File: config.mk
export PLATFORM = sky130hd
export DESIGN_NAME = pic_ctrl
export DESIGN_NICKNAME = d
export VERILOG_FILES = /design/src/rtl/pic_pkg.sv /design/src/rtl/pic_ctrl.sv
export VERILOG_INCLUDE_DIRS = /design/src /design/src/rtl
export SDC_FILE = /design/constraint.sdc
export NUM_CORES = 1
export LEC_CHECK = 0
export BUFFER_PORTS_ARGS = -buffer_cell sky130_fd_sc_hd__buf_2
export CORE_ASPECT_RATIO = 0.5
export CORE_UTILIZATION = 35
export CTS_CLUSTER_DIAMETER = 40
export DETAILED_ROUTE_END_ITERATION = 8
export PLACE_DENSITY_LB_ADDON = 0.05
export SYNTH_ARGS = -nofsm -noshare
export SYNTH_HDL_FRONTEND = slang
export SYNTH_SLANG_ARGS = --single-unit
export TNS_END_PERCENT = 50
File: constraint.sdc
create_clock -name pclk -period 60.5 [get_ports pclk]
set_input_delay 9.075 -clock pclk [delete_from_list [all_inputs] [get_ports pclk]]
set_output_delay 9.075 -clock pclk [all_outputs]
set_load 0.01 [all_outputs]
File: src/rtl/pic_defs.svh
// Offsets, field positions, reset values and vector codes of the
// interrupt controller. Included by the package and the controller.
`ifndef PIC_DEFS_SVH
`define PIC_DEFS_SVH

`define PIC_OFF_CSR        12'h000
`define PIC_OFF_ENABLE     12'h010
`define PIC_OFF_KIND       12'h014
`define PIC_OFF_PSET       12'h018
`define PIC_OFF_PCLR       12'h01C
`define PIC_OFF_PRIO_LO    12'h040
`define PIC_OFF_PRIO_HI    12'h05C
`define PIC_OFF_SYS        12'h060

`define PIC_CSR_SOFT_RESET_BIT_BIT   31
`define PIC_CSR_SET_BIT    28
`define PIC_CSR_CAN_BIT    27
`define PIC_SYS_TMR_MSB    7
`define PIC_SYS_TRAP_MSB   15
`define PIC_PRIO_MSB       7

`define PIC_RST_WORD       32'h0000_0000
`define PIC_RST_VEC        7'h00
`define PIC_NO_PRIO        9'h100
`define PIC_PRI_STEP       6

`define PIC_VEC_TIMER      7'h0F
`define PIC_VEC_TRAP       7'h0E
`define PIC_VEC_SRC_BASE   7'h20

`endif

File: src/rtl/pic_pkg.sv
// Types shared by the interrupt controller and its bench.
// Assumes pic_defs.svh is on the include path.
`include "pic_defs.svh"

package pic_pkg;
  typedef logic [8:0] pic_prio_t;
  typedef logic [6:0] pic_vec_t;
  typedef enum logic [1:0]
  {
    PIC_INACTIVE = 2'b00,
    PIC_PENDING  = 2'b01,
    PIC_ACTIVE   = 2'b10,
    PIC_PEND_ACT = 2'b11
  } pic_state_t;
endpackage

File: src/rtl/pic_ctrl.sv
// Prioritised interrupt controller with an APB register slave.
// Assumes a CPU that pulses irq_ack to take the presented vector and
// pulses irq_return with return_vector when a service routine ends.
//
// Added by the designer: register access over APB.
`timescale 1ns/1ns
`include "pic_defs.svh"

module pic_ctrl
  import pic_pkg::*;
#(
  parameter int NSRC = 32
)
(
  input  wire logic            pclk,
  input  wire logic            presetn,
  input  wire logic            psel,
  input  wire logic            penable,
  input  wire logic            pwrite,
  input  wire logic [11:0]     paddr,
  input  wire logic [31:0]     pwdata,
  input  wire logic [3:0]      pstrb,
  output logic [31:0]          prdata,
  output logic                 pready,
  output logic                 pslverr,
  input  wire logic [NSRC-1:0] src_irq,
  input  wire logic            timer_irq,
  output logic                 irq_req,
  output pic_vec_t             irq_vector,
  input  wire logic            irq_ack,
  input  wire logic            irq_return,
  input  wire pic_vec_t        return_vector,
  output logic                 system_reset_request
);

  // Entry 0 is the timer, entry 1 the software trap, 2.. the sources
  localparam int NE = NSRC + 2;

  logic [NSRC-1:0] level_enable;
  logic [NSRC-1:0] pulse_select;
  logic [1:0]      src_off [NSRC];
  logic [1:0]      timer_priority_offset;
  logic [1:0]      trap_priority_offset;
  pic_vec_t        vector_number;
  logic [NE-1:0]   pend;
  logic [NE-1:0]   act;
  logic [NE-1:0]   prev_in;
  logic [5:0]      sel_idx;

  logic [NE-1:0]   in_all;
  logic [NE-1:0]   pulse_all;
  logic [NE-1:0]   en_all;
  logic [NE-1:0]   ret_hit;
  logic [NE-1:0]   set_p;
  logic [NE-1:0]   clr_p;
  logic [NE-1:0]   ent_hit;
  pic_prio_t       best_pri;
  pic_prio_t       run_pri;
  logic [5:0]      best_idx;
  logic            next_req;

  logic            wr;
  logic            rd_setup;
  logic            hit_csr;
  logic            hit_en;
  logic            hit_kind;
  logic            hit_pset;
  logic            hit_pclr;
  logic            hit_prio;
  logic            hit_sys;
  logic            hit_any;
  logic            trap_set_wr;
  logic            trap_can_wr;
  logic            enter;
  logic [31:0]     next_rdata;

  assign in_all    = {src_irq, 1'b0, timer_irq};
  // Trap is software-only, so its kind bit keeps level logic off it
  assign pulse_all = {pulse_select, 2'b10};
  assign en_all    = {level_enable, 2'b11};
  assign enter     = irq_ack && irq_req;

  function automatic pic_vec_t idx_to_vec(input logic [5:0] idx);
    if (idx == 6'h00)
      return `PIC_VEC_TIMER;
    else if (idx == 6'h01)
      return `PIC_VEC_TRAP;
    else
      return `PIC_VEC_SRC_BASE + 7'(idx - 6'h02);
  endfunction

  function automatic logic [1:0] off_of(input int i);
    if (i == 0)
      return timer_priority_offset;
    else if (i == 1)
      return trap_priority_offset;
    else
      return src_off[i-2];
  endfunction

  // APB decode; zero wait states, data is loaded in the setup cycle
  assign wr       = psel && penable && pwrite;
  assign rd_setup = psel && !penable && !pwrite;
  assign hit_csr  = paddr == `PIC_OFF_CSR;
  assign hit_en   = paddr == `PIC_OFF_ENABLE;
  assign hit_kind = paddr == `PIC_OFF_KIND;
  assign hit_pset = paddr == `PIC_OFF_PSET;
  assign hit_pclr = paddr == `PIC_OFF_PCLR;
  assign hit_prio = paddr >= `PIC_OFF_PRIO_LO
                    && paddr <= `PIC_OFF_PRIO_HI
                    && paddr[1:0] == 2'b00;
  assign hit_sys  = paddr == `PIC_OFF_SYS;
  assign hit_any  = hit_csr || hit_en || hit_kind || hit_pset
                    || hit_pclr || hit_prio || hit_sys;
  assign pready   = 1'b1;
  assign pslverr  = psel && penable && !hit_any;

  assign trap_set_wr = wr && hit_csr && pwdata[`PIC_CSR_SET_BIT];
  assign trap_can_wr = wr && hit_csr && pwdata[`PIC_CSR_CAN_BIT];

  // Effective priority is the offset times 64 plus the entry index; lower wins
  always_comb
  begin
    pic_prio_t eff;
    eff      = '0;
    best_pri = `PIC_NO_PRIO;
    run_pri  = `PIC_NO_PRIO;
    best_idx = '0;
    for (int i = 0; i < NE; i++)
    begin
      eff = {1'b0, off_of(i), 6'h00} + 9'(i);
      if (pend[i] && en_all[i] && eff < best_pri)
      begin
        best_pri = eff;
        best_idx = 6'(i);
      end
      if (act[i] && eff < run_pri)
        run_pri = eff;
    end
  end

  // Only a strictly better priority interrupts the running service
  assign next_req = best_pri < run_pri;

  always_comb
  begin
    for (int i = 0; i < NE; i++)
    begin
      ret_hit[i] = irq_return && return_vector == idx_to_vec(6'(i));
      ent_hit[i] = enter && sel_idx == 6'(i);
    end
  end

  always_comb
  begin
    for (int i = 0; i < NE; i++)
    begin
      // Level set is masked on entry, else the source would re-enter
      if (i == 1)
        set_p[i] = trap_set_wr;
      else if (pulse_all[i])
        set_p[i] = in_all[i] && !prev_in[i];
      else
        set_p[i] = in_all[i] && (!act[i] || ret_hit[i])
                   && !ent_hit[i];
      clr_p[i] = ent_hit[i];
      if (i == 1)
        clr_p[i] = ent_hit[i] || trap_can_wr;
    end
    if (wr && hit_pset)
      set_p[NE-1:2] = set_p[NE-1:2] | pwdata[NSRC-1:0];
    if (wr && hit_pclr)
      clr_p[NE-1:2] = clr_p[NE-1:2] | pwdata[NSRC-1:0];
  end

  // A set arriving with a clear wins, so no event is lost
  always_ff @(posedge pclk or negedge presetn)
  begin
    if (!presetn)
    begin
      pend    <= '0;
      act     <= '0;
      prev_in <= '0;
    end
    else
    begin
      pend    <= (pend & ~clr_p) | set_p;
      act     <= (act & ~ret_hit) | ent_hit;
      prev_in <= in_all;
    end
  end

  // The request drops at entry so a stale vector is never re-taken
  always_ff @(posedge pclk or negedge presetn)
  begin
    if (!presetn)
    begin
      irq_req    <= 1'b0;
      irq_vector <= `PIC_RST_VEC;
      sel_idx    <= '0;
    end
    else
    begin
      irq_req    <= next_req && !enter;
      irq_vector <= idx_to_vec(best_idx);
      sel_idx    <= best_idx;
    end
  end

  always_ff @(posedge pclk or negedge presetn)
  begin
    if (!presetn)
      vector_number <= `PIC_RST_VEC;
    else if (enter)
      vector_number <= irq_vector;
  end

  always_ff @(posedge pclk or negedge presetn)
  begin
    if (!presetn)
      system_reset_request <= 1'b0;
    else
      system_reset_request <= wr && hit_csr
                              && pwdata[`PIC_CSR_SOFT_RESET_BIT_BIT];
  end

  always_ff @(posedge pclk or negedge presetn)
  begin
    if (!presetn)
    begin
      level_enable          <= `PIC_RST_WORD;
      pulse_select          <= `PIC_RST_WORD;
      timer_priority_offset <= 2'b00;
      trap_priority_offset  <= 2'b00;
    end
    else if (wr && hit_en)
      level_enable <= pwdata[NSRC-1:0];
    else if (wr && hit_kind)
      pulse_select <= pwdata[NSRC-1:0];
    else if (wr && hit_sys)
    begin
      if (pstrb[0])
        timer_priority_offset <=
          pwdata[`PIC_SYS_TMR_MSB -: 2];
      if (pstrb[1])
        trap_priority_offset <=
          pwdata[`PIC_SYS_TRAP_MSB -: 2];
    end
  end

  // Only the select bits of each priority byte are kept
  always_ff @(posedge pclk or negedge presetn)
  begin
    if (!presetn)
    begin
      for (int i = 0; i < NSRC; i++)
        src_off[i] <= 2'b00;
    end
    else if (wr && hit_prio)
    begin
      for (int b = 0; b < 4; b++)
        if (pstrb[b] && (32'(paddr[4:2]) * 4 + b) < NSRC)
          src_off[32'(paddr[4:2]) * 4 + b] <=
            pwdata[b*8 + `PIC_PRIO_MSB -: 2];
    end
  end

  always_comb
  begin
    next_rdata = '0;
    if (hit_csr)
    begin
      next_rdata[`PIC_CSR_SET_BIT] = pend[1];
      next_rdata[`PIC_CSR_CAN_BIT] = pend[1];
      next_rdata[6:0]              = vector_number;
    end
    else if (hit_en)
      next_rdata[NSRC-1:0] = level_enable;
    else if (hit_kind)
      next_rdata[NSRC-1:0] = pulse_select;
    else if (hit_pset || hit_pclr)
      next_rdata[NSRC-1:0] = pend[NE-1:2];
    else if (hit_prio)
    begin
      for (int b = 0; b < 4; b++)
        if ((32'(paddr[4:2]) * 4 + b) < NSRC)
          next_rdata[b*8 + `PIC_PRIO_MSB -: 2] =
            src_off[32'(paddr[4:2]) * 4 + b];
    end
    else if (hit_sys)
    begin
      next_rdata[`PIC_SYS_TMR_MSB -: 2]  = timer_priority_offset;
      next_rdata[`PIC_SYS_TRAP_MSB -: 2] = trap_priority_offset;
    end
  end

  always_ff @(posedge pclk or negedge presetn)
  begin
    if (!presetn)
      prdata <= `PIC_RST_WORD;
    else if (rd_setup)
      prdata <= next_rdata;
  end

  reset_pulse_a: assert property (
    @(posedge pclk) disable iff (!presetn)
    system_reset_request |=> !system_reset_request)
    else $error("reset request longer than one cycle");

  soft_reset_bit_read_a: assert property (
    @(posedge pclk) disable iff (!presetn)
    rd_setup && hit_csr |=> !prdata[`PIC_CSR_SOFT_RESET_BIT_BIT])
    else $error("soft reset bit read as one");

  trap_entry_a: assert property (
    @(posedge pclk) disable iff (!presetn)
    enter && sel_idx == 6'h01 && !trap_set_wr |=> !pend[1] && act[1])
    else $error("trap not moved to active on entry");

  preempt_a: assert property (
    @(posedge pclk) disable iff (!presetn)
    $rose(irq_req) |-> $past(best_pri) < $past(run_pri))
    else $error("request raised without better priority");

  vec_latch_a: assert property (
    @(posedge pclk) disable iff (!presetn)
    enter |=> vector_number == $past(irq_vector))
    else $error("vector field not loaded at entry");

  enable_gate_a: assert property (
    @(posedge pclk) disable iff (!presetn)
    irq_req && sel_idx > 6'h01
    |-> $past(pend[best_idx] && en_all[best_idx]))
    else $error("disabled source presented");

  pset_a: assert property (
    @(posedge pclk) disable iff (!presetn)
    wr && hit_pset && !enter
    |=> (pend[NE-1:2] & $past(pwdata[NSRC-1:0]))
        == $past(pwdata[NSRC-1:0]))
    else $error("pending-set write did not pend");

  level_return_a: assert property (
    @(posedge pclk) disable iff (!presetn)
    irq_return ##0 (|(ret_hit & ~pulse_all & in_all))
    |=> (pend & $past(ret_hit & ~pulse_all & in_all))
        == $past(ret_hit & ~pulse_all & in_all))
    else $error("level source not re-pended on return");

endmodule

==> flow_metrics.tcl, run 1 <==
set metrics [dict create \
    status "finished, final reports clean" \
    io_buffers 136 \
    final_net_count 2509 \
    synth.top_cells.by_count "dfrtp_1 (286), nand2_1 (275), o21ai_0 (226), nor2_1 (159), mux2_2 (134)" \
    cts.htree.levels 2 \
    hold_ws_ns 0.476 \
    fp-row-count 61 \
    rsz0062_at_grt "false" \
    final_area_sq_um 22700 \
    tns_ns 0 \
    slew_headroom 0.145 \
    finalClockSkew_ns 0.0276 \
    cts_hold_buf 0 \
    power_density_nw_per_um2 21.7 \
    cp_max_fo 12 \
    finalCritPeriodShare 0.581 \
    die_x_microns 340 \
    drc 0 \
    drv_cap 0 \
    postCtsSetupRepairBufs 0 \
    dpl_worst_slack_ns 26.06 \
    fillerInstances 5705 \
    die_y_microns 171 \
    power_leakage_nw 9.76 \
    wl_microns 82100 \
    syn_area_sq_um 20000 \
    wl_per_cell_microns 26.3 \
    cts.clk_slew.worst_paths_ns 0.07 \
    synth_cell_types 115 \
    synth_warnings 0 \
    synthFlopType "dfrtp_1" \
    fin_ws_ns 25.37 \
    ys_ff_latch 286 \
    antenna_found_initial 5 \
    grt_first_pass_wirelength_microns 121000 \
    critPathBufInv 12 \
    gp_congestion 0.971 \
    initial_utilization 0.357 \
    synth.top_cell.area_share 0.358 \
    post_cts_resized 0 \
    detail_route.iter0.violations 1756 \
    critPathKind "flip-flop to flip-flop" \
    crit_required_ns 60.99 \
    crit_path_frequent_cell "ha_1" \
    synthTopCellsByArea "dfrtp_1 (36%), mux2_2 (7.5%), o21ai_0 (5.7%)" \
    async_flop_share 1.00 \
    area_growth_pct 13.7 \
    top_level_ports 138 \
    detail_route.first_pass.iterations 6 \
    hold_viol 0 \
    clock_insertion_delay_worst_skew_ns 0.57 \
    slew_violations 0 \
    dp_hpwl_microns 63400 \
    synth_nets 2401 \
    grt_usage 0.280 \
    dpl_cell_area_sq_um 21500 \
    yosys.area.top_type "dfrtp_1" \
    synth-edff-count 0 \
    end_kind "flip-flop" \
    synth-seq-area-share 0.358 \
    multiInputGateArea_sq_um 12200 \
    critPathSlowestCell "nor4_1" \
    cts_tree "yes" \
    cp.arrival_ns 35.63 \
    coreArea_sq_um 55900 \
    avgSynthCellArea_sq_um 8.98 \
    crit_family "compound AO/OA/AOI/OAI gates" \
    max_slew.worst_pin.slew_ns 1.27 \
    grt_remaining_overflow 0 \
    finalSetupViolCount 0 \
    worst_hold_path_type "flip-flop to flip-flop" \
    grt_max_degree 136 \
    root_buffer "clkbuf_16" \
    startpoint_type "flip-flop" \
    die-area_sq_um 58100 \
    slowest_delay_ns 0.57 \
    cts.sinks 286 \
    final_core_util 0.406 \
    ir_drop_mv 0.0163 \
    yosysMostFrequentCell "dfrtp_1" \
    drive_gt1_frac 0.189 \
    vias 18800 \
    clk_path_buf_depth 3 \
    viasPerCell 6.04 \
    synthCells 2227 \
    regArea_sq_um 7160 \
    maxClockFrequency_mhz 28.5 \
    grt_pass1_vias 17700 \
    final.min_clock_period_ns 35.13 \
    cts_buffers 36 \
    drt.antenna.violating_nets 0 \
]
flip-flops by register name (all words and copies together), names as in the netlist:
register,cells
system_reset_request,1
src_off,64
sel_idx,6
pend,34
vector_number,7
trap_priority_offset,2
irq_vector,7
timer_priority_offset,2
prdata,32
act,34
irq_req,1
level_enable,32
pulse_select,32
prev_in,32
worst paths after layout:
| kind | start | to | slack (ns) | cells after the start |
|---|---|---|---|---|
| min | prdata[31] | prdata[31] | 0.48 | 2 |
| max reg2reg | pend[0] | irq_req | 25.37 | 172 |
| max | pend[0] | irq_req | 25.37 | 172 |
| min reg2reg | prdata[31] | prdata[31] | 0.48 | 2 |
| max in group asynchronous | presetn | pulse_select[30] | 49.93 | 3 |
| min in group asynchronous | presetn | vector_number[1] | 8.52 | 1 |
cell families after synthesis:
logic type / count (synthesis) / share of synthesized area
mux: 199 / 0.119
buf+inv: 159 / 0.0314
compound gates: 744 / 0.257
simple gates: 752 / 0.182
fa+ha+maj: 83 / 0.0515
xor+xnor: 2 / 0.000877
other cells: 2 / 0.000376
flops: 286 / 0.358
worst reg2reg max path: cells and delay by family, from the launching register on:
family | cells | cell delay (ns)
DFF | 1 | 0.54
AOI/OAI and AO/OA | 76 | 14.23
muxes | 9 | 2.68
adders and majority gates | 24 | 6.41
buffers and inverters | 12 | 0.95
and+or+nand+nor | 51 | 10.24
cells in the final DEF (no fill, tap or decap), types with 21 or more instances in the layout:
cell	synthesis	routed
buf_2	4	135
dfrtp_1	286	286
and3_1	26	26
a221o_1	35	35
nor2_1	159	155
o21a_1	30	30
and2_1	28	28
mux2i_1	47	47
clkbuf_16	0	36
nand2b_1	35	35
o21ai_0	226	226
ha_1	79	79
nor3_1	34	33
nand2_1	275	275
a31oi_1	26	26
o211ai_1	24	24
nor2b_1	24	24
a222oi_1	23	23
a21oi_1	129	129
nand3_1	62	62
inv_1	77	77
mux2_2	134	134
or2_2	21	21
a211oi_1	27	27
power breakdown:
group          switching [mW]  total [mW]  internal (mW)
logic                  0.0420      0.0624         0.0204
clock network          0.0991       0.232          0.133
registers             0.00379       0.199          0.195
metrics by stage:
| step | std cells | power, mW |
|---|---|---|
| after detailed placement | 3053 | 0.264 |
| after floorplan | 2227 | 0.238 |
| after CTS | 3119 | 0.496 |
| final | 3120 | 0.493 |
| after global routing | 3119 | 0.511 |
| after global placement | 3053 | 0.264 |
final cells by class:
class | instances | share of cell area
clock inverter | 18 | 0.00991
timing repair buffer | 151 | 0.0359
inverter | 78 | 0.0129
tap | 756 | 0.0416
antenna | 1 | 0.000110
clock buffer | 48 | 0.0456
multi-input combinational | 1782 | 0.539
sequential | 286 | 0.315
per-layer routing:
metal | global-route usage | routed length, microns | part of all wire | vias to the layer above
li1 | - | - | - | 8663
met2 | 0.423 | 35000 | 0.43 | 580
met4 | 0.0611 | 1500 | 0.018 | 0
met3 | 0.0471 | 5150 | 0.063 | 81
met1 | 0.415 | 40400 | 0.49 | 9522
met5 | 0 | 0 | 0 | -
Note: power is estimated with default switching activity, not from simulation.
==> run 2, diff against run 1 <==
Settings changed: ABC_AREA from default to 1.
Clock period 60.5 ns to 29.7 ns, I/O delays scaled along.
==> run 2 against run 1 <==
  * Die area down 4.6%
  * Global-route usage up 1.1 points
  * Non-clock buffer count up 17
  * Largest cell class unchanged
  * Largest power group is now combinational logic
  * Area after synthesis down 4.6%
  * Clock skew up 0.0015 ns
==> flow_metrics.tcl, run 2 <==
set metrics [dict create \
    drv_cap 0 \
    ys_ff_latch 286 \
    synth_cell_types 51 \
    critPathSlowestCell "dfrtp_2" \
    grt_pass1_vias 17600 \
    synth-seq-area-share 0.375 \
    grt_max_degree 102 \
    largest_register_ff_count 64 \
    multiInputGateArea_sq_um 10500 \
    synth-xor-area-share 0 \
    cts_tree "yes" \
    avgSynthCellArea_sq_um 7.23 \
    synth.top_cells.by_count "nand2_1 (758), inv_1 (330), o21ai_0 (288), dfrtp_1 (286), nor2_1 (162)" \
    slowest_delay_ns 0.47 \
    crit_path_frequent_cell "nand2_1" \
    cts.clk_slew.worst_paths_ns 0.07 \
    hold_path_depth 2 \
    drive_gt1_frac 0.180 \
    die-area_sq_um 55500 \
    critPathBufInv 21 \
    yosysMostFrequentCell "nand2_1" \
    finalCritPeriodShare 0.924 \
    cts.sinks 286 \
    synth-adder-area-share 0.0519 \
    final_cell_mix "nand2_1 (751), inv_1 (328), dfrtp_1 (283)" \
    coreArea_sq_um 53800 \
    maxClockFrequency_mhz 36.4 \
    fin_ws_ns 2.24 \
    hold_viol 0 \
    cts_hold_buf 0 \
    crit_family "simple AND/OR/NAND/NOR gates" \
    finalClockSkew_ns 0.0291 \
    synthCells 2636 \
    syn_area_sq_um 19100 \
    pwr-share-seq 0.210 \
    grt_remaining_overflow 0 \
    antenna_found_initial 7 \
    initial_utilization 0.355 \
    final_net_count 2960 \
    slew_headroom 0.152 \
    startpoint_type "flip-flop" \
    synth_warnings 0 \
    yosys.area.top_type "dfrtp_1" \
    final_common_cell "nand2_1" \
    switching_power_mw 0.913 \
    clk_path_buf_depth 3 \
    synth_top_family_by_area "simple AND/OR/NAND/NOR gates" \
    drc 0 \
    final.min_clock_period_ns 27.46 \
    worst_hold_path_type "flip-flop to flip-flop" \
    synthFlopType "dfrtp_1" \
    final_area_sq_um 22200 \
    die_x_microns 332 \
    ir_drop_mv 0.0836 \
    reg_top3 "src_off x64, act x34, pend x34" \
    detail_route.iter0.violations 1956 \
    dp_hpwl_microns 62800 \
    synth-edff-count 0 \
    synth_compound_area_frac 0.171 \
    cts.htree.levels 2 \
    reg2reg_depth 229 \
    p_clk_frac 0.240 \
    crit_required_ns 30.19 \
    cp_max_fo 8 \
    viasPerCell 5.35 \
    top_level_ports 138 \
    regArea_sq_um 7160 \
    root_buffer "clkbuf_16" \
    max_slew.worst_pin.slew_ns 1.27 \
    drt.antenna.violating_nets 0 \
    gp_congestion 0.980 \
    swShare 0.464 \
    cts_buffers 38 \
    finalSetupViolCount 0 \
    synthSimpleGateAreaFrac 0.316 \
    muxShareOfSynthArea 0 \
    status "finished, final reports clean" \
    clock_insertion_delay_worst_skew_ns 0.57 \
    vias 18900 \
    die_y_microns 167 \
    p_int_mw 1.06 \
    synthTopCellsByArea "dfrtp_1 (38%), nand2_1 (15%), o21ai_0 (7.6%)" \
    fillerInstances 5714 \
    fp-row-count 60 \
    power_density_nw_per_um2 88.8 \
    p_comb_frac 0.550 \
    cp.arrival_ns 27.95 \
    largest-register "src_off" \
    async_flop_share 1.00 \
    slew_violations 0 \
    wl_per_cell_microns 23.0 \
    area_growth_pct 16.3 \
    dpl_cell_area_sq_um 20600 \
    wl_microns 81300 \
    critPathKind "flip-flop to flip-flop" \
    grt_first_pass_wirelength_microns 119000 \
    synth_nets 2810 \
    detail_route.first_pass.iterations 6 \
    io_buffers 136 \
    synth.top_cell.area_share 0.375 \
    cp.depth 229 \
    power_leakage_nw 10.9 \
    dpl_worst_slack_ns 0.374 \
    grt_usage 0.291 \
    end_kind "flip-flop" \
]
## run 2: cell types whose count changed after synthesis, sizes merged, moves of 36 or more
cell | previous run | this run
nand2 | 276 | 863
inv | 78 | 355
nand3 | 63 | 214
mux2 | 135 | 0
a21oi | 131 | 22
o21ai | 237 | 330
mux2i | 48 | 0
nand2b | 36 | 0
## run 2: timing repair
action / 4_1_cts / 5_1_grt
setup buffers: 0 / 14
gates resized for setup: 0 / 74
endpoints found under the hold margin: 0 / 0
endpoints found under the setup margin: 0 / 13
## run 2: worst reg2reg max path: cells and delay by family (launching register included)
family / cells / cell delay, ns
compound gates: 43 / 5.87
simple gates: 140 / 12.81
fa+ha+maj: 25 / 6.72
flops: 1 / 0.47
buf+inv: 21 / 1.48
## run 2: cell type report
| type | count | area share |
|---|---|---|
| multi-input combinational | 1927 | 0.474 |
| sequential | 286 | 0.323 |
| inverter | 365 | 0.0627 |
| clock buffer | 45 | 0.0459 |
| timing repair buffer | 168 | 0.0420 |
| tap | 713 | 0.0403 |
| clock inverter | 24 | 0.0119 |
| antenna | 1 | 0.000113 |
## run 2: power by group through the flow
stage / combinational (mW) / clock, mW / sequential (mW)
final: 1.08 / 0.472 / 0.414
after global routing: 1.23 / 0.500 / 0.413
after CTS: 1.05 / 0.480 / 0.413
after detailed placement: 1.04 / 0 / 0.420
after global placement: 1.03 / 0 / 0.420
after floorplan: 0.826 / 0 / 0.414
## run 2: path summary, 6_finish.rpt
kind	startpoint	slack, ns	end
worst min-delay path	prdata[24]	0.48	prdata[24]
max in group asynchronous	presetn	22.64	level_enable[27]
worst max register to register	trap_priority_offset[1]	2.24	irq_req
worst min register to register	prdata[24]	0.48	prdata[24]
min in group asynchronous	presetn	3.85	src_off[8]
worst max-delay path	trap_priority_offset[1]	2.24	irq_req
## run 2: logic make-up after synthesis
| group | after synthesis |
|---|---|
| fa+ha+maj | 79 |
| buf+inv | 423 |
| flops | 286 |
| simple gates | 1313 |
| compound gates | 533 |
| other cells | 2 |
## run 2: metrics by stage
| step | total power [mW] | hold slack [ns] | std cells | util | setup TNS [ns] |
|---|---|---|---|---|---|
| after floorplan | 1.24 | 0.449 | 2636 | - | 0 |
| final | 1.97 | 0.479 | 3529 | 0.412 | 0 |
| after CTS | 1.94 | 0.484 | 3514 | 0.406 | 0 |
| after detailed placement | 1.46 | 0.469 | 3445 | 0.382 | 0 |
| after global placement | 1.45 | 0.467 | 3445 | 0.382 | 0 |
| after global routing | 2.14 | 0.509 | 3528 | 0.412 | -0.126 |
## run 2: layer usage
metal	up-vias	global-route usage	routed length, microns
met5	-	0.00766	80
met4	6	0.0521	1430
met2	681	0.397	31500
li1	9030	-	-
met1	9069	0.447	40200
met3	87	0.0867	8080
